===== config.mk =====
export PLATFORM = sky130hd
export DESIGN_NAME = sac_ctrl
export DESIGN_NICKNAME = d
export VERILOG_FILES = /design/src/design/sac_pkg.sv /design/src/design/sac_ctrl.sv /design/src/design/sac_sar.sv
export VERILOG_INCLUDE_DIRS = /design/src /design/src/design
export SDC_FILE = /design/constraint.sdc
export NUM_CORES = 1
export LEC_CHECK = 0
export ABC_AREA = 1
export BUFFER_PORTS_ARGS = -buffer_cell sky130_fd_sc_hd__buf_2
export CORE_ASPECT_RATIO = 0.8
export CORE_MARGIN = 2
export CORE_UTILIZATION = 57
export CTS_CLUSTER_DIAMETER = 60
export DETAILED_ROUTE_END_ITERATION = 10
export PLACE_DENSITY = 0.86
export SYNTH_ARGS = -nofsm -noshare
export SYNTH_HDL_FRONTEND = slang
export SYNTH_SLANG_ARGS = --single-unit

===== constraint.sdc =====
create_clock -name pclk -period 6.2 [get_ports pclk]
set_clock_uncertainty 0.05 [all_clocks]
set_input_delay 0.31 -clock pclk [delete_from_list [all_inputs] [get_ports pclk]]
set_output_delay 0.31 -clock pclk [all_outputs]
set_load 0.01 [all_outputs]

===== src/design/sac_defines.svh =====
`ifndef SAC_DEFINES_SVH
`define SAC_DEFINES_SVH

// Register byte offsets
`define SAC_OFF_CTRL      8'h00
`define SAC_OFF_MODE      8'h04
`define SAC_OFF_RESULT    8'h08
`define SAC_OFF_REFHI     8'h0C
`define SAC_OFF_PA_DIER   8'h10
`define SAC_OFF_PB_DIER   8'h14
`define SAC_OFF_PA_DATA   8'h18
`define SAC_OFF_PB_DATA   8'h1C
`define SAC_OFF_IRQ_STAT  8'h20
`define SAC_OFF_IRQ_MASK  8'h24

// Field positions
`define SAC_CTRL_EN_BIT     7
`define SAC_CTRL_START_BIT  6
`define SAC_CTRL_CH_LSB     0
`define SAC_MODE_DIV_LSB    0
`define SAC_REFHI_LSB       0
`define SAC_IRQ_DONE_BIT    3

// Reset values
`define SAC_CTRL_EN_RST   1'b0
`define SAC_CH_RST        3'h0
`define SAC_DIV_RST       3'h0
`define SAC_REFHI_RST     4'h0
`define SAC_DIER_RST      8'hFF
`define SAC_IRQ_RST       1'b0
`define SAC_RESULT_RST    8'h00

// Timing in conversion clock periods
`define SAC_ACQ_PERIODS   1
`define SAC_HOLD_PERIODS  1
`define SAC_FIN_PERIODS   2
`define SAC_CONV_PERIODS  12

`endif


===== src/design/sac_pkg.sv =====
package sac_pkg;

    // Conversion sequencer states, Gray along the usual path from SAC_IDLE to SAC_FIN
    typedef enum logic [2:0] {
        SAC_IDLE = 3'b000,
        SAC_ACQ  = 3'b001,
        SAC_HOLD = 3'b011,
        SAC_BITS = 3'b010,
        SAC_FIN  = 3'b110
    } sac_state_e;

    typedef logic [7:0] sac_byte_t;

endpackage


===== src/design/sac_ctrl.sv =====
// Design decisions made here: the placing of the registers and the APB slave port.
`timescale 1ns/100ps
`default_nettype none
`include "sac_defines.svh"

module sac_ctrl
    import sac_pkg::*;
#(
    parameter int RES_W = 8,
    parameter int PORT_W = 8
)
(
    // Clock and reset
    input  wire logic              pclk,
    input  wire logic              presetn,
    // APB slave
    input  wire logic [7:0]        paddr,
    input  wire logic              psel,
    input  wire logic              penable,
    input  wire logic              pwrite,
    input  wire logic [31:0]       pwdata,
    input  wire logic [3:0]        pstrb,
    output logic [31:0]            prdata,
    output logic                   pready,
    output logic                   pslverr,
    // Analog front end
    input  wire logic              cmp_in,
    output logic                   adc_en,
    output logic [2:0]             chan_sel,
    output logic [3:0]             ref_hi_sel,
    output logic                   sample_en,
    output logic [RES_W-1:0]       dac_code,
    // Shared port pins
    input  wire logic [PORT_W-1:0] pa_pin,
    input  wire logic [PORT_W-1:0] pb_pin,
    output logic [PORT_W-1:0]      pa_din_en,
    output logic [PORT_W-1:0]      pb_din_en,
    // Interrupt
    output logic                   irq
);

    generate
        if (RES_W != 8 || PORT_W < 1 || PORT_W > 8)
        begin : g_bad_par
            $error("sac_ctrl: RES_W must be 8 and PORT_W 1..8");
        end
    endgenerate

    // Divider terminal count for a divider code
    function automatic logic [6:0] div_limit(input logic [2:0] code);
        div_limit = 7'((8'h01 << code) - 8'h01);
    endfunction

    // Address decode
    function automatic logic is_mapped(input logic [7:0] a);
        is_mapped = (a == `SAC_OFF_CTRL)     || (a == `SAC_OFF_MODE)    ||
                    (a == `SAC_OFF_RESULT)   || (a == `SAC_OFF_REFHI)   ||
                    (a == `SAC_OFF_PA_DIER)  || (a == `SAC_OFF_PB_DIER) ||
                    (a == `SAC_OFF_PA_DATA)  || (a == `SAC_OFF_PB_DATA) ||
                    (a == `SAC_OFF_IRQ_STAT) || (a == `SAC_OFF_IRQ_MASK);
    endfunction

    // Register state
    logic              en_q;
    logic              en_d;
    logic [2:0]        ch_q;
    logic [2:0]        ch_d;
    logic [2:0]        div_q;
    logic [2:0]        div_d;
    logic [3:0]        refhi_q;
    logic [3:0]        refhi_d;
    logic [PORT_W-1:0] pa_dier_q;
    logic [PORT_W-1:0] pa_dier_d;
    logic [PORT_W-1:0] pb_dier_q;
    logic [PORT_W-1:0] pb_dier_d;
    logic              stat_q;
    logic              stat_d;
    logic              mask_q;
    logic              mask_d;
    logic [RES_W-1:0]  result_q;
    logic [RES_W-1:0]  result_d;
    logic [31:0]       prdata_q;
    logic [31:0]       prdata_d;
    logic [6:0]        div_cnt_q;
    logic [6:0]        div_cnt_d;

    // Synchronisers
    logic              cmp_meta_q;
    logic              cmp_sync_q;
    logic [PORT_W-1:0] pa_meta_q;
    logic [PORT_W-1:0] pa_sync_q;
    logic [PORT_W-1:0] pb_meta_q;
    logic [PORT_W-1:0] pb_sync_q;

    // Bus strobes and engine links
    logic              access;
    logic              wr;
    logic              busy;
    logic              done;
    logic              start;
    logic              abort;
    logic              conv_clock_tick;
    logic [RES_W-1:0]  trial_code;
    logic [31:0]       rd_mux;

    assign access  = psel & penable;
    assign wr      = access & pwrite & pstrb[0];
    assign pready  = 1'b1;
    assign pslverr = access & ~is_mapped(paddr);

    // Start only with enable set in the same write and engine idle
    assign start = wr && (paddr == `SAC_OFF_CTRL) && !busy &&
                   pwdata[`SAC_CTRL_START_BIT] &&
                   pwdata[`SAC_CTRL_EN_BIT];
    assign abort = ~en_q;

    // Conversion clock divider, restarted at every start
    always_comb
    begin
        if (!busy)
        begin
            div_cnt_d = 7'h00;
        end
        else if (div_cnt_q == div_limit(div_q))
        begin
            div_cnt_d = 7'h00;
        end
        else
        begin
            div_cnt_d = div_cnt_q + 7'h01;
        end
    end

    assign conv_clock_tick = busy && (div_cnt_q == div_limit(div_q));

    sac_sar #(
        .RES_W (RES_W)
    ) u_sar (
        .pclk       (pclk),
        .presetn    (presetn),
        .tick       (conv_clock_tick),
        .start      (start),
        .abort      (abort),
        .cmp        (cmp_sync_q),
        .busy       (busy),
        .done       (done),
        .sample     (sample_en),
        .trial_code (trial_code)
    );

    // Register writes and hardware updates
    always_comb
    begin
        en_d      = en_q;
        ch_d      = ch_q;
        div_d     = div_q;
        refhi_d   = refhi_q;
        pa_dier_d = pa_dier_q;
        pb_dier_d = pb_dier_q;
        mask_d    = mask_q;
        result_d  = result_q;
        if (wr)
        begin
            unique case (paddr)
                `SAC_OFF_CTRL:
                begin
                    en_d = pwdata[`SAC_CTRL_EN_BIT];
                    ch_d = pwdata[`SAC_CTRL_CH_LSB +: 3];
                end
                `SAC_OFF_MODE:
                begin
                    div_d = pwdata[`SAC_MODE_DIV_LSB +: 3];
                end
                `SAC_OFF_REFHI:
                begin
                    refhi_d = pwdata[`SAC_REFHI_LSB +: 4];
                end
                `SAC_OFF_PA_DIER:
                begin
                    pa_dier_d = pwdata[PORT_W-1:0];
                end
                `SAC_OFF_PB_DIER:
                begin
                    pb_dier_d = pwdata[PORT_W-1:0];
                end
                `SAC_OFF_IRQ_MASK:
                begin
                    mask_d = pwdata[`SAC_IRQ_DONE_BIT];
                end
                default:
                begin
                end
            endcase
        end
        if (done)
        begin
            result_d = trial_code;
        end
        // Completion wins over a clearing write in the same cycle
        stat_d = (stat_q & ~(wr && (paddr == `SAC_OFF_IRQ_STAT) &&
                              pwdata[`SAC_IRQ_DONE_BIT])) | done;
    end

    // Read mux, loaded in the setup phase
    always_comb
    begin
        rd_mux = 32'h0000_0000;
        unique case (paddr)
            `SAC_OFF_CTRL:
            begin
                rd_mux[`SAC_CTRL_EN_BIT]      = en_q;
                rd_mux[`SAC_CTRL_START_BIT]   = ~busy;
                rd_mux[`SAC_CTRL_CH_LSB +: 3] = ch_q;
            end
            `SAC_OFF_MODE:
            begin
                rd_mux[`SAC_MODE_DIV_LSB +: 3] = div_q;
            end
            `SAC_OFF_RESULT:
            begin
                rd_mux[RES_W-1:0] = result_q;
            end
            `SAC_OFF_REFHI:
            begin
                rd_mux[`SAC_REFHI_LSB +: 4] = refhi_q;
            end
            `SAC_OFF_PA_DIER:
            begin
                rd_mux[PORT_W-1:0] = pa_dier_q;
            end
            `SAC_OFF_PB_DIER:
            begin
                rd_mux[PORT_W-1:0] = pb_dier_q;
            end
            `SAC_OFF_PA_DATA:
            begin
                rd_mux[PORT_W-1:0] = pa_sync_q & pa_dier_q;
            end
            `SAC_OFF_PB_DATA:
            begin
                rd_mux[PORT_W-1:0] = pb_sync_q & pb_dier_q;
            end
            `SAC_OFF_IRQ_STAT:
            begin
                rd_mux[`SAC_IRQ_DONE_BIT] = stat_q;
            end
            `SAC_OFF_IRQ_MASK:
            begin
                rd_mux[`SAC_IRQ_DONE_BIT] = mask_q;
            end
            default:
            begin
            end
        endcase
        prdata_d = prdata_q;
        if (psel && !penable && !pwrite)
        begin
            prdata_d = rd_mux;
        end
    end

    always_ff @(posedge pclk or negedge presetn)
    begin
        if (!presetn)
        begin
            en_q       <= `SAC_CTRL_EN_RST;
            ch_q       <= `SAC_CH_RST;
            div_q      <= `SAC_DIV_RST;
            refhi_q    <= `SAC_REFHI_RST;
            pa_dier_q  <= PORT_W'(`SAC_DIER_RST);
            pb_dier_q  <= PORT_W'(`SAC_DIER_RST);
            stat_q     <= `SAC_IRQ_RST;
            mask_q     <= `SAC_IRQ_RST;
            result_q   <= RES_W'(`SAC_RESULT_RST);
            prdata_q   <= 32'h0000_0000;
            div_cnt_q  <= 7'h00;
            cmp_meta_q <= 1'b0;
            cmp_sync_q <= 1'b0;
            pa_meta_q  <= '0;
            pa_sync_q  <= '0;
            pb_meta_q  <= '0;
            pb_sync_q  <= '0;
        end
        else
        begin
            en_q       <= en_d;
            ch_q       <= ch_d;
            div_q      <= div_d;
            refhi_q    <= refhi_d;
            pa_dier_q  <= pa_dier_d;
            pb_dier_q  <= pb_dier_d;
            stat_q     <= stat_d;
            mask_q     <= mask_d;
            result_q   <= result_d;
            prdata_q   <= prdata_d;
            div_cnt_q  <= div_cnt_d;
            cmp_meta_q <= cmp_in;
            cmp_sync_q <= cmp_meta_q;
            pa_meta_q  <= pa_pin;
            pa_sync_q  <= pa_meta_q;
            pb_meta_q  <= pb_pin;
            pb_sync_q  <= pb_meta_q;
        end
    end

    // Outputs
    assign prdata     = prdata_q;
    assign adc_en     = en_q;
    assign chan_sel   = ch_q;
    assign ref_hi_sel = refhi_q;
    assign dac_code   = trial_code;
    assign pa_din_en  = pa_dier_q;
    assign pb_din_en  = pb_dier_q;
    assign irq        = stat_q & mask_q;

endmodule // sac_ctrl

`default_nettype wire


===== src/design/sac_sar.sv =====
`timescale 1ns/100ps
`default_nettype none
`include "sac_defines.svh"

module sac_sar
    import sac_pkg::*;
#(
    parameter int RES_W = 8
)
(
    // Clock and reset
    input  wire logic             pclk,
    input  wire logic             presetn,
    // Control from the register side
    input  wire logic             tick,
    input  wire logic             start,
    input  wire logic             abort,
    input  wire logic             cmp,
    // Status and analog controls
    output logic                  busy,
    output logic                  done,
    output logic                  sample,
    output logic [RES_W-1:0]      trial_code
);

    localparam int BW = (RES_W > 1) ? $clog2(RES_W) : 1;

    generate
        if (RES_W != `SAC_CONV_PERIODS - `SAC_ACQ_PERIODS
                     - `SAC_HOLD_PERIODS - `SAC_FIN_PERIODS)
        begin : g_bad_res
            $error("sac_sar: RES_W must fill the conversion period count");
        end
    endgenerate

    sac_state_e       state_q;
    sac_state_e       state_d;
    logic [BW-1:0]    bit_q;
    logic [BW-1:0]    bit_d;
    logic [RES_W-1:0] code_q;
    logic [RES_W-1:0] code_d;
    logic             fin_q;
    logic             fin_d;

    always_comb
    begin
        state_d = state_q;
        bit_d   = bit_q;
        code_d  = code_q;
        fin_d   = fin_q;
        done    = 1'b0;
        unique case (state_q)
            SAC_IDLE:
            begin
                if (start)
                begin
                    state_d = SAC_ACQ;
                    code_d  = '0;
                end
            end
            SAC_ACQ:
            begin
                // One period of acquisition only
                if (tick)
                begin
                    state_d = SAC_HOLD;
                end
            end
            SAC_HOLD:
            begin
                if (tick)
                begin
                    state_d            = SAC_BITS;
                    bit_d              = BW'(RES_W - 1);
                    code_d[RES_W-1]    = 1'b1;
                end
            end
            SAC_BITS:
            begin
                // Keep trial bit when input is at or above the trial level
                if (tick)
                begin
                    if (!cmp)
                    begin
                        code_d[bit_q] = 1'b0;
                    end
                    if (bit_q == '0)
                    begin
                        state_d = SAC_FIN;
                        fin_d   = 1'b0;
                    end
                    else
                    begin
                        bit_d                 = bit_q - 1'b1;
                        code_d[bit_q - 1'b1]  = 1'b1;
                    end
                end
            end
            SAC_FIN:
            begin
                if (tick)
                begin
                    if (fin_q)
                    begin
                        state_d = SAC_IDLE;
                        done    = 1'b1;
                    end
                    else
                    begin
                        fin_d = 1'b1;
                    end
                end
            end
        endcase
        if (abort && state_q != SAC_IDLE)
        begin
            state_d = SAC_IDLE;
            done    = 1'b0;
        end
    end

    always_ff @(posedge pclk or negedge presetn)
    begin
        if (!presetn)
        begin
            state_q <= SAC_IDLE;
            bit_q   <= '0;
            code_q  <= '0;
            fin_q   <= 1'b0;
        end
        else
        begin
            state_q <= state_d;
            bit_q   <= bit_d;
            code_q  <= code_d;
            fin_q   <= fin_d;
        end
    end

    assign busy       = (state_q != SAC_IDLE);
    assign sample     = (state_q == SAC_ACQ);
    assign trial_code = code_q;

endmodule // sac_sar

`default_nettype wire


=== Yosys cells after proc, flatten, opt, wreduce, memory -nomap -nowiden ===
Index checks and enable logic that the tools add are counted.

* Muxes and demuxes: 39
* Reduce and logical (&&, ||, !) cells: 43
* Order comparisons: 4
* Eq/ne operators: 27
* Shifts and indexed selects: 1
* Add/subtract/negate cells: 3
* Bitwise operators: 16

{| class="wikitable"
|+ Operators by type and width
! kind !! count
|-
| $mux 8 || 6
|-
| $mux 3 || 11
|-
| $eq 8x5->1 const B || 4
|-
| $and 8x8->8 || 3
|-
| $pmux 3 s8 || 1
|-
| $eq 8x4->1 const B || 2
|-
| $eq 8x6->1 const B || 2
|-
| $pmux 3 s5 || 1
|-
| $mux 7 || 2
|-
| $pmux 7 s2 || 1
|-
| $logic_and 1x1->1 || 12
|-
| $ne 3x2->1 const B || 4
|-
| $pmux 2 s6 || 1
|-
| $reduce_and 2->1 || 6
|-
| $reduce_and 4->1 || 3
|-
| $ne 2x2->1 const B || 5
|-
| $pmux 2 s5 || 1
|-
| $logic_or 1x1->1 || 9
|-
| $mux 1 || 9
|-
| $ne 3x1->1 const B || 3
|-
| $eq 8x3->1 const B || 1
|-
| $logic_not 8->1 || 1
|-
| $lt 3x4->1 const B || 2
|-
| $not 8->8 || 1
|-
| other kinds (25) || 42
|}

* Flip-flop bits (word level): 101
* Output and inout port bits: 68
* Input port bits: 66

=== Longest topological paths before layout ===
Gate-level depths: netlist of the first run.

* Depth in word-level cells: 13
* Mapped depth: 15
* Gate-level depth less buffers: 14

=== Cells and area by module ===
A second synthesis of the first run with hierarchy kept.

* Cells, all modules: 615
* Area total of the unflattened synthesis: 5,139.9 µm²

{| class="wikitable"
|+ By module, submodules not included
! module !! area each (µm²) !! cells an instance !! instances !! seq. area each (µm²)
|-
| sac_ctrl || 4,170.2 || 477 || 1 || 2,172.1
|-
| sac_sar || 969.7 || 138 || 1 || 375.4
|}

=== Worst setup path after synthesis of the first run ===
OpenSTA, ideal clock, no wires.

* Path kind: reg-to-reg
* From: register div_q[1]
* To: register u_sar.code_q[0], in the netlist u_sar.trial_code[0]
* Library setup time: 117 ps
* Path slack: 4,188 ps
* Period minus slack after synthesis: 2,012 ps
* Cell stages (with the launch flop): 13
* Arrival: 1,845 ps
* Path buffers: 0
* Cell sequence: dfrtp_1 nor2_1 nand2_1 ha_1 xnor2_1 nor2_1 nand3_1 nor2_4 nand2_4 nand2_4 nand2_4 nand2_1 nand2_1

* Word-level cells in the longest chain between the ends: 6

{| class="wikitable"
|+ Ends and longest elaborated chain
! what !! RTL line !! text
|-
| start: declaration || sac_ctrl.sv:68 || <nowiki>logic [2:0] div_q;</nowiki>
|-
| start signal: assignment || sac_ctrl.sv:268 || <nowiki>div_q <= `SAC_DIV_RST;</nowiki>
|-
| start signal: assignment || sac_ctrl.sv:288 || <nowiki>div_q <= div_d;</nowiki>
|-
| $shl 1x3->7 || sac_ctrl.sv:51 || <nowiki>div_limit = 7'((8'h01 << code) - 8'h01);</nowiki>
|-
| $sub 7x1->7 || sac_ctrl.sv:51 ||
|-
| $eq 7x7->1 || sac_ctrl.sv:134 || <nowiki>assign conv_clock_tick = busy && (div_cnt_q == div_limit(div_q));</nowiki>
|-
| $logic_and 1x1->1 || sac_ctrl.sv:134 ||
|-
| $ne 2x2->1 (no line) || -- ||
|-
| $reduce_and 3->1 (no line) || -- ||
|-
| end signal: assignment || sac_sar.sv:135 || <nowiki>code_q <= code_d;</nowiki>
|-
| end: declaration || sac_sar.sv:40 || <nowiki>logic [RES_W-1:0] code_q;</nowiki>
|}

No other way between the ends.
A chain may end at the register's enable or synchronous reset.

=== Worst setup path after layout of the first run ===
* From: register div_q[1]
* To: register u_sar.code_q[1], in the netlist u_sar.trial_code[1]

Same word-level chain as after synthesis.

==> results of run 1 <==
## layout make-up
class	instances	share of cell area
Clock inverter	7	0.0158
Clock buffer	9	0.0218
Inverter	55	0.0363
Multi-Input combinational cell	418	0.348
Timing Repair Buffer	101	0.106
Tap cell	112	0.0246
Sequential cell	101	0.448
## stage by stage
stage	total power, W	hold WS (ps)	setup WS [ps]
finish	0.00134	106	3850
global route	0.00141	87.2	3670
CTS	0.00135	91.4	3900
detailed placement	0.000923	286	3850
global placement	0.000913	281	3980
floorplan	0.000861	-35.6	4190
## per-layer routing
layer,vias to the layer above,global-route usage,routed length [um]
met4,0,0.0791,177
li1,2025,-,-
met5,-,0,0
met2,221,0.391,5070
met1,1930,0.363,4970
met3,20,0.0722,1080
## path summary, 6_finish.rpt
kind | slack, ps | end | from | cells past startpoint
max | 3850 | u_sar.trial_code[1] | div_q[1] | 13
min | 110 | pa_din_en[5] | pwdata[5] | 3
max reg2reg | 3850 | u_sar.trial_code[1] | div_q[1] | 13
min reg2reg | 310 | pa_sync_q[0] | pa_meta_q[0] | 0
max in group asynchronous | 4620 | prdata[5] | presetn | 3
min in group asynchronous | 410 | u_sar.trial_code[3] | presetn | 2
## synth_stat cells (all sizes together)
cell type,count
nor3,8
nand3,53
dfstp,16
or2,1
dfrtp,85
nand4,9
ha,4
o31ai,1
o21ai,51
xnor2,5
a21oi,15
buf,29
nand2,198
xor2,6
clkbuf,1
o21bai,1
nor4,1
inv,55
conb,2
nand3b,2
and2,1
nor2,36
a31oi,1
## state kept, by name, summed over array words and instances (netlist names)
| name | flops |
|---|---|
| cmp_sync_q | 1 |
| u_sar.bit_q | 3 |
| div_q | 3 |
| prdata | 8 |
| u_sar.trial_code | 8 |
| cmp_meta_q | 1 |
| result_q | 8 |
| mask_q | 1 |
| pb_sync_q | 8 |
| u_sar.state_q | 3 |
| pb_din_en | 8 |
| adc_en | 1 |
| ref_hi_sel | 4 |
| pb_meta_q | 8 |
| u_sar.fin_q | 1 |
| div_cnt_q | 7 |
| stat_q | 1 |
| pa_sync_q | 8 |
| chan_sel | 3 |
| pa_din_en | 8 |
| pa_meta_q | 8 |
## power groups by stage
stage               logic, W  clock network [W]  registers [W]
floorplan           0.000148                  0       0.000713
global placement    0.000199                  0       0.000714
detailed placement  0.000208                  0       0.000715
CTS                 0.000218           0.000427       0.000702
global route        0.000246           0.000460       0.000706
finish              0.000221           0.000419       0.000703
## kinds of logic after synthesis
group / count (synthesis)
adder cells (fa/ha/maj): 4
buffers and inverters: 85
flip-flops: 101
AND/OR/NAND/NOR: 309
XOR/XNOR: 11
AO/OA/AOI/OAI: 69
other: 2
## timing repair
action / in CTS / in global routing
hold endpoints to repair: 54 / 0
hold buffers: 18 / 0
resized for setup: 0 / 0
buffers inserted: 0 / 0
setup endpoints to repair: 0 / 0
## tightest hold or removal path, cell delays in order
cell	delay (ps)
buf_2	100
inv_1	60
o21ai_1	70
==> flow_summary.rst, run 1 <==
.. list-table::
   :header-rows: 1

   * - Metric
     - Value
   * - Outcome
     - completed
   * - Die Span X
     - about 110 um
   * - Remaining max-slew budget at the tightest pin
     - 0.481
   * - Post-placement cell count
     - a little under 800
   * - Cell types occupying the most area after synthesis
     - dfrtp_1 44%, nand2_1 15%, dfstp_2 8.6%
   * - Transition time of the tightest slew-check pin
     - around 770 ps
   * - Post-synthesis average cell area
     - 8.37 sq um
   * - H-tree depth
     - 3
   * - Fraction of power consumed by combinational cells
     - 0.165
   * - Synthesized instance count
     - slightly below 600
   * - Achievable clock frequency
     - ~430 MHz
   * - Total number of placement rows
     - 30
   * - Final core occ
     - 0.680
   * - Overall routing resource usage
     - 0.257
   * - Insertion delay to the later sink of the worst-skew pair
     - between 300 and 400 ps
   * - Post-synthesis share of cell area spent on full adders, half adders and majority gates
     - 0.0103
   * - Largest fanout on the critical path
     - 8
   * - Count of distinct cell types in the synthesized netlist
     - 35
   * - Port Buf Inserts
     - roughly 80
   * - Cell Chain, Critical Path
     - nor2_1, nand2_1, ha_1, nand3_1, nand2_1, o21bai_1, nand2_1, nor2_4, nand2_4, nand2_4, nand2_4, nand2_1, nand2_1
   * - Wire length per cell after detailed routing
     - between 10 and 15 um
   * - Setup TNS Final
     - 0 ps
   * - Switching Power
     - between 0.0004 and 0.0005 W
   * - Design internal power
     - a little over 0.0009 W
   * - Layout net count
     - about 760
   * - Area growth, synth to finish
     - 17.1%
   * - Area of combinational cells with multiple inputs
     - 1980 sq um
   * - Via count of the first global-routing pass
     - slightly below 4000
   * - Most common cell after layout, fill and taps aside
     - nand2_1
   * - Top cell type by total area after synthesis
     - dfrtp_1
   * - Switching power share of the total
     - 0.318
   * - Number of maximum-capacitance constraint violations
     - 0
   * - Number of endpoints with negative hold slack in the final report
     - 0
   * - Num CTS Buffers
     - 9
   * - Maximum number of pins on one net before global-route repair
     - between 50 and 60
   * - Tcrit/Tclk final
     - 0.378
   * - Slew Limit Fails
     - 0
   * - Register area
     - roughly 2500 sq um
   * - Antenna violation net count after detailed routing
     - 0
   * - Number of I/O pins
     - 134
   * - Req. time, crit path
     - between 6000 and 7000 ps
   * - Fraction of final layout cells with drive strength greater than 1
     - 0.201
   * - Worst Setup Path Type
     - flop to flop
   * - IR drop worst, VDD
     - 0.157 mV
   * - Clk pwr share
     - 0.312
   * - CTS root buf
     - clkbuf_8
   * - #FFs+latches synth
     - 101
   * - Top cell family by delay on the critical path
     - simple AND/OR/NAND/NOR gates
   * - RSZ-0062 raised after global routing
     - false
   * - Sinks on Clock Net
     - slightly above 100
   * - PD cells
     - 236 nW/um^2
   * - Wire length of the first global-routing pass
     - about 18 mm
   * - Overall via count from detail_route
     - approximately 4200
   * - First-pass detailed-route iteration total
     - 5
   * - Commonest cells after routing, fill and taps aside
     - 194 x nand2_1, 85 x dfrtp_1, 80 x buf_2
   * - Crit path top cell by count
     - nand2_1
   * - Multiplexer share of the synthesized area
     - 0
   * - Number of buffer and inverter instances along the worst setup path
     - 0
   * - Total global routing overflow
     - 0
   * - RD Place Congestion
     - about 0.93
   * - Fraction of the yosys area taken by sequential cells
     - 0.524
   * - Post-route non-filler standard cell count
     - 803
   * - Number of antenna violations at the first check in global routing
     - 0
   * - Data arrival time at the worst-slack endpoint
     - approximately 2600 ps
   * - Share of synthesized cell area in and, or, nand and nor gates
     - 0.285
   * - Total number of yosys warnings
     - 0
   * - Number of antenna cells inserted
     - 0
   * - Post-synthesis cell area
     - roughly 4900 sq um
   * - Crit end category
     - flop
   * - Time the worst path needs with I/O delays and setup
     - around 2300 ps
   * - Drc violations
     - 0
   * - Largest stage delay on the critical path
     - between 400 and 500 ps
   * - CTS tree
     - built
   * - Slowest cell on crit path
     - dfrtp_1
   * - Sequential fraction of design power
     - 0.523
   * - Overall die area
     - 9290 sq um
   * - Y dimension of the die
     - about 87 um
   * - Yosys top cell area share
     - 0.437
   * - Dpl hpwl
     - about 8.3 mm
   * - Area fraction in compound gates after synthesis
     - 0.0731
   * - Largest family of logic cells by synthesized area
     - simple AND/OR/NAND/NOR gates
   * - Routed via count divided by cell count
     - roughly 5.2
   * - Synthesized-area fraction occupied by xor and xnor cells
     - 0.0198
   * - Count of endpoints failing setup in the final report
     - 0
   * - Post-detailed-routing wire length
     - 11.3 mm
   * - Clock-pin slew of the registers on the worst-case setup and hold paths
     - 110 ps
   * - Cell area after placement
     - ~5300 sq um
   * - Critical Path Start Type
     - flop
   * - Number of DRC violations after detailed-routing iteration 0
     - around 350
   * - Worst min path class
     - input pin to flop
   * - Total leakage power
     - around 3 nW
   * - Max Buffers Root-to-Sink
     - 2
   * - Design area
     - 5690 sq um
   * - Starting utilization of the core area
     - 0.581
   * - Core Box Area
     - between 8000 and 9000 sq um
   * - Fill cells
     - 660
Note: power is estimated with default switching activity, not from simulation.
==> inputs of run 2 (changes only) <==
--- a/config.mk
+++ b/config.mk
@@ -10,10 +10,10 @@
 export BUFFER_PORTS_ARGS = -buffer_cell sky130_fd_sc_hd__buf_2
 export CORE_ASPECT_RATIO = 0.8
 export CORE_MARGIN = 2
-export CORE_UTILIZATION = 57
+export CORE_UTILIZATION = 53
 export CTS_CLUSTER_DIAMETER = 60
 export DETAILED_ROUTE_END_ITERATION = 10
-export PLACE_DENSITY = 0.86
+export PLACE_DENSITY = 0.81
 export SYNTH_ARGS = -nofsm -noshare
 export SYNTH_HDL_FRONTEND = slang
 export SYNTH_SLANG_ARGS = --single-unit
==> constraint.sdc (replaced) <==
create_clock -name pclk -period 2.2 [get_ports pclk]
set_clock_uncertainty 0.05 [all_clocks]
set_input_delay 0.11 -clock pclk [delete_from_list [all_inputs] [get_ports pclk]]
set_output_delay 0.11 -clock pclk [all_outputs]
set_load 0.01 [all_outputs]
==> run 2 against run 1 <==
  * Design area rose by 6.2%
  * Global-route usage fell by 1.3 points
  * Setup slack got worse by 3800 ps
  * First-iteration DRC count fell by 20%
  * Clock-buffer cell count did not move
  * Hold slack got worse by 40 ps
  * Non-clock buffer count rose by 19
  * Largest cell class unchanged
  * Sequential share of layout area fell by 2.6 points
==> flow_summary.rst, run 2 (synthesis results as in run 1) <==
.. list-table::
   :header-rows: 1

   * - Metric
     - Value
   * - Commonest cells after routing, fill and taps aside
     - 186 x nand2_1, 85 x dfrtp_1, 80 x buf_2
   * - Slowest cell on crit path
     - dfrtp_1
   * - Via count of the first global-routing pass
     - 4060
   * - Post-detailed-routing wire length
     - between 10 and 15 mm
   * - Most common cell after layout, fill and taps aside
     - nand2_1
   * - Post-placement cell count
     - roughly 800
   * - Max Buffers Root-to-Sink
     - 2
   * - Transition time of the tightest slew-check pin
     - a little over 600 ps
   * - Count of endpoints failing setup in the final report
     - 0
   * - Number of buffer and inverter instances along the worst setup path
     - 0
   * - Antenna violation net count after detailed routing
     - 0
   * - Total leakage power
     - between 3 and 4 nW
   * - Insertion delay to the later sink of the worst-skew pair
     - between 300 and 400 ps
   * - Layout net count
     - 775
   * - Dpl hpwl
     - 8.56 mm
   * - IR drop worst, VDD
     - 0.549 mV
   * - Worst min path class
     - input pin to flop
   * - Setup TNS Final
     - 0 ps
   * - Achievable clock frequency
     - 463 MHz
   * - Number of antenna violations at the first check in global routing
     - 0
   * - RD Place Congestion
     - between 0.8 and 0.9
   * - CTS tree
     - built
   * - First-pass detailed-route iteration total
     - 5
   * - Number of maximum-capacitance constraint violations
     - 0
   * - Fraction of final layout cells with drive strength greater than 1
     - 0.234
   * - Remaining max-slew budget at the tightest pin
     - 0.595
   * - Drc violations
     - 0
   * - Wire length of the first global-routing pass
     - approximately 19 mm
   * - Total global routing overflow
     - 0
   * - Tcrit/Tclk final
     - 0.982
   * - Design area
     - 6050 sq um
   * - Number of endpoints with negative hold slack in the final report
     - 0
   * - RSZ-0062 raised after global routing
     - true
   * - Overall routing resource usage
     - 0.244
   * - Core Box Area
     - approximately 9000 sq um
   * - Cell area after placement
     - approximately 5400 sq um
   * - Port Buf Inserts
     - 81
   * - Top cell family by delay on the critical path
     - simple AND/OR/NAND/NOR gates
   * - Routed via count divided by cell count
     - around 5.3
   * - Number of DRC violations after detailed-routing iteration 0
     - 277
   * - Largest stage delay on the critical path
     - 420 ps
   * - Clock-pin slew of the registers on the worst-case setup and hold paths
     - 80 ps
   * - Sinks on Clock Net
     - around 100
   * - Total number of placement rows
     - 31
   * - Overall die area
     - between 9000 and 10000 sq um
   * - Y dimension of the die
     - about 90 um
   * - Slew Limit Fails
     - 0
   * - Die Span X
     - between 100 and 150 um
   * - Worst Setup Path Type
     - flop to flop
   * - Num CTS Buffers
     - 9
   * - Largest fanout on the critical path
     - 8
   * - Req. time, crit path
     - approximately 2400 ps
   * - Outcome
     - completed
   * - Crit path top cell by count
     - nand2_8
   * - Post-route non-filler standard cell count
     - a little over 800
   * - Maximum number of pins on one net before global-route repair
     - between 40 and 50
   * - Starting utilization of the core area
     - 0.540
   * - Critical Path Start Type
     - flop
   * - PD cells
     - 709 nW/um^2
   * - Overall via count from detail_route
     - 4340
   * - CTS root buf
     - clkbuf_16
   * - Number of antenna cells inserted
     - 0
   * - Area growth, synth to finish
     - 24.3%
   * - H-tree depth
     - 3
   * - Time the worst path needs with I/O delays and setup
     - about 2200 ps
   * - Wire length per cell after detailed routing
     - roughly 15 um
   * - Cell Chain, Critical Path
     - nor2_2, nand2_2, ha_4, xnor2_1, nor2_1, nand3_1, nor2_4, nand2_8, nand2_8, nand2_8, nand2_1, nand2_1
   * - Setup slack, reg-to-reg
     - 40 ps
   * - Number of I/O pins
     - between 100 and 150
   * - Crit end category
     - flop
   * - Data arrival time at the worst-slack endpoint
     - between 2000 and 2500 ps
[run 2: cell count changes in the layout (fill, tap and decap cells not counted), moves of 4 or more]
cell	previous run	this run
dlygate4sd3_1	18	22
nand2_1	194	186
clkbuf_8	9	0
nand2_2	1	8
buf_4	3	18
clkbuf_16	0	9
[run 2: worst min-delay path: stages]
cell and delay [ps]:
buf_2 100, inv_1 160, o21ai_1 100
[run 2: path summary, 6_finish.rpt]
kind                              startpoint                  end  cells after the start
worst max-delay path                div_q[0]  u_sar.trial_code[6]                     12
worst min-delay path               pwdata[1]         pb_din_en[1]                      3
worst max register to register      div_q[0]  u_sar.trial_code[6]                     12
worst min register to register  pb_meta_q[0]         pb_sync_q[0]                      0
max in group asynchronous            presetn         pa_din_en[3]                      3
min in group asynchronous            presetn           cmp_meta_q                      2
[run 2: area by class of cell]
class | count | area (sq um)
inverter | 55 | 206
fill | 691 | 2950
clock buffer | 9 | 225
sequential | 101 | 2550
timing repair buffer | 120 | 756
clock inverter | 7 | 93.8
tap | 115 | 144
multi-input combinational | 418 | 2070
[run 2: power breakdown]
| group | internal, W | switching (W) |
|---|---|---|
| combinational | 0.000217 | 0.000465 |
| sequential | 0.00193 | 0.0000515 |
| clock | 0.000828 | 0.000798 |
[run 2: routing by layer]
metal	part of all wire	routed length, um	GRT usage	vias up
met5	0	0	0	-
met4	0.015	181	0.0696	0
met3	0.084	1020	0.0463	16
met2	0.48	5790	0.414	218
met1	0.42	5140	0.331	2043
li1	-	-	-	2063
[run 2: repair_timing]
| action | CTS | global route |
|---|---|---|
| resized for setup | 1 | 18 |
| pin swaps | 1 | 14 |
| hold endpoints to repair | 55 | 0 |
| setup buffers | 2 | 3 |
| gates cloned | 0 | 0 |
| setup endpoints to repair | 22 | 31 |
| hold buffers | 22 | 0 |
[run 2: through the flow]
step | total power, W | setup WS, ps | hold WS, ps | utilization
floorplan | 0.00243 | 188 | -236 | -
global placement | 0.00259 | 27.4 | 90.3 | 0.597
detailed placement | 0.00261 | -50.6 | 111 | 0.597
CTS | 0.00425 | 2.82 | 59.5 | 0.659
global route | 0.00447 | -71.3 | 70.4 | 0.672
finish | 0.00429 | 40.3 | 66.4 | 0.672
==> inputs of run 3 (changes only) <==
--- a/config.mk
+++ b/config.mk
@@ -10,10 +10,12 @@
 export BUFFER_PORTS_ARGS = -buffer_cell sky130_fd_sc_hd__buf_2
 export CORE_ASPECT_RATIO = 0.8
 export CORE_MARGIN = 2
-export CORE_UTILIZATION = 53
+export CORE_UTILIZATION = 54
+export CTS_BUF_LIST = sky130_fd_sc_hd__clkbuf_4
 export CTS_CLUSTER_DIAMETER = 60
 export DETAILED_ROUTE_END_ITERATION = 10
-export PLACE_DENSITY = 0.81
+export PLACE_DENSITY = 0.82
+export SKIP_LAST_GASP = 1
 export SYNTH_ARGS = -nofsm -noshare
 export SYNTH_HDL_FRONTEND = slang
 export SYNTH_SLANG_ARGS = --single-unit
==> run 3 against run 2 <==
  * Power decreased by 15%
  * Non-clock buffer count up 12
  * Flip-flop and latch count is the same
  * Design area down 1.1%
  * Sequential share of layout area rose by 0.45 points
  * Critical endpoint unchanged
  * Die area fell by 1.8%
==> flow_summary.rst, run 3 (synthesis results as in run 1) <==
.. list-table::
   :header-rows: 1

   * - Metric
     - Value
   * - Total number of placement rows
     - 30
   * - Smallest hold slack
     - between 15 and 20 ps
   * - Most common cell after layout, fill and taps aside
     - nand2_1
   * - IR drop worst, VDD
     - roughly 0.54 mV
   * - Overall die area
     - 9780 sq um
   * - Routed via count divided by cell count
     - 5.23
   * - Outcome
     - completed
   * - Via count of the first global-routing pass
     - slightly below 4000
   * - Max Buffers Root-to-Sink
     - 2
   * - Req. time, crit path
     - 2530 ps
   * - Worst Setup Path Type
     - flop to flop
   * - Tcrit/Tclk final
     - 0.972
   * - Starting utilization of the core area
     - 0.566
   * - Pwr Total
     - approximately 0.0037 W
   * - Time the worst path needs with I/O delays and setup
     - about 2100 ps
   * - Slew Limit Fails
     - 0
   * - Number of DRC violations after detailed-routing iteration 0
     - 324
   * - Number of endpoints with negative hold slack in the final report
     - 0
   * - Sequential fraction of design power
     - 0.543
   * - Clock-pin slew of the registers on the worst-case setup and hold paths
     - between 150 and 200 ps
   * - Drc violations
     - 0
   * - Post-placement worst setup slack
     - between 30 and 40 ps
   * - Dpl hpwl
     - 8.45 mm
   * - First-pass detailed-route iteration total
     - 5
   * - Antenna violation net count after detailed routing
     - 0
   * - Fraction of final layout cells with drive strength greater than 1
     - 0.237
   * - Beginning of the worst register-to-register path
     - div_q[0]
   * - Worst path setup slack after routing
     - between 60 and 70 ps
   * - Design internal power
     - 0.00243 W
   * - Overall routing resource usage
     - 0.256
   * - Y dimension of the die
     - roughly 89 um
   * - Wire length of the first global-routing pass
     - 18.8 mm
   * - Data arrival time at the worst-slack endpoint
     - 2470 ps
   * - H-tree depth
     - 3
   * - Post-detailed-routing wire length
     - approximately 12 mm
   * - CTS tree
     - built
   * - Depth of the worst hold-timing path
     - 4
   * - Startpoint of the most critical setup path
     - div_q[0]
   * - Sinks on Clock Net
     - slightly above 100
   * - Post-placement cell count
     - 781
   * - CTS root buf
     - clkbuf_4
   * - Layout net count
     - between 700 and 800
   * - Clk pwr share
     - 0.262
   * - Number of antenna violations at the first check in global routing
     - 0
   * - Setup slack, reg-to-reg
     - between 60 and 70 ps
   * - Achievable clock frequency
     - approximately 470 MHz
   * - Wire length per cell after detailed routing
     - roughly 15 um
   * - Number of I/O pins
     - roughly 130
   * - Count of endpoints failing setup in the final report
     - 0
   * - Insertion delay to the later sink of the worst-skew pair
     - between 400 and 500 ps
   * - Die Span X
     - around 110 um
   * - Num CTS Buffers
     - 9
   * - Overall via count from detail_route
     - between 4000 and 5000
   * - Switching Power
     - around 0.0012 W
   * - Total leakage power
     - 3.09 nW
   * - Maximum number of pins on one net before global-route repair
     - between 60 and 70
   * - Worst min path class
     - input pin to flop
   * - Remaining max-slew budget at the tightest pin
     - 0.617
   * - Number of antenna cells inserted
     - 0
   * - Cell count of the worst reg-to-reg path
     - 12
   * - Post-route non-filler standard cell count
     - 835
   * - RSZ-0062 raised after global routing
     - true
   * - Commonest cells after routing, fill and taps aside
     - 188 x nand2_1, 85 x dfrtp_1, 80 x buf_2
   * - Port Buf Inserts
     - about 80
   * - PD cells
     - a little over 600 nW/um^2
   * - Total global routing overflow
     - 0
   * - Number of maximum-capacitance constraint violations
     - 0
   * - Worst min-delay path startpoint
     - psel
   * - Critical Path Start Type
     - flop
   * - Switching power share of the total
     - 0.334
   * - Core Box Area
     - between 8000 and 9000 sq um
   * - Fraction of power consumed by combinational cells
     - 0.195
   * - Setup TNS Final
     - 0 ps
   * - Area growth, synth to finish
     - 23.0%
   * - Largest fanout on the critical path
     - 8
   * - Transition time of the tightest slew-check pin
     - ~570 ps
   * - RD Place Congestion
     - slightly above 0.9
   * - Crit end category
     - flop
   * - Fill cells
     - around 660
## run 3: final cells by class
type / instances / area [sq um] / area share
clock inverters: 7 / 77.6 / 0.0130
inverters: 55 / 206 / 0.0345
clock buffers: 9 / 67.6 / 0.0113
flip-flops and latches: 101 / 2550 / 0.426
multi-input cells: 419 / 2070 / 0.346
well taps: 112 / 140 / 0.0234
repair buffers: 132 / 873 / 0.146
## run 3: worst max-delay path, stage by stage, from the launching register on
cell	delay, ps
dfrtp_1	470
nor2_2	160
nand2_2	80
ha_4	220
xnor2_1	130
nor2_1	100
nand3_1	120
nor2_4	200
nand2_4	150
nand2_8	140
nand2_8	80
nand2_4	90
nand2_2	50
## run 3: worst paths after layout
check,end
max,u_sar.trial_code[6]
min,stat_q
max reg2reg,u_sar.trial_code[6]
min reg2reg,pb_sync_q[6]
max in group asynchronous,pa_din_en[7]
min in group asynchronous,pb_meta_q[2]
## run 3: what timing repair did
item | in CTS | in global routing
endpoints found under the setup margin | 0 | 31
buffers inserted | 0 | 9
gates resized for setup | 0 | 16
hold endpoints to repair | 127 | 0
hold buffers | 28 | 0
## run 3: through the flow
stage | cell area (sq um) | utilization
after global placement | 5400 | 0.628
after detailed placement | 5400 | 0.628
final | 5980 | 0.696
after floorplan | 4950 | -
after global routing | 5980 | 0.696
after CTS | 5830 | 0.678
## run 3: power by group through the flow
stage / logic (W) / clock network, W / registers (W)
floorplan: 0.000418 / 0 / 0.00201
global placement: 0.000581 / 0 / 0.00201
detailed placement: 0.000603 / 0 / 0.00201
CTS: 0.000644 / 0.000970 / 0.00198
global route: 0.000781 / 0.00107 / 0.00199
finish: 0.000711 / 0.000958 / 0.00198
## run 3: per-layer routing
metal | up-vias | share of wire | global-route usage
met5 | - | 0 | 0
met4 | 0 | 0.015 | 0.0750
met3 | 21 | 0.092 | 0.0663
met1 | 2015 | 0.44 | 0.361
li1 | 2098 | - | -
met2 | 236 | 0.45 | 0.396
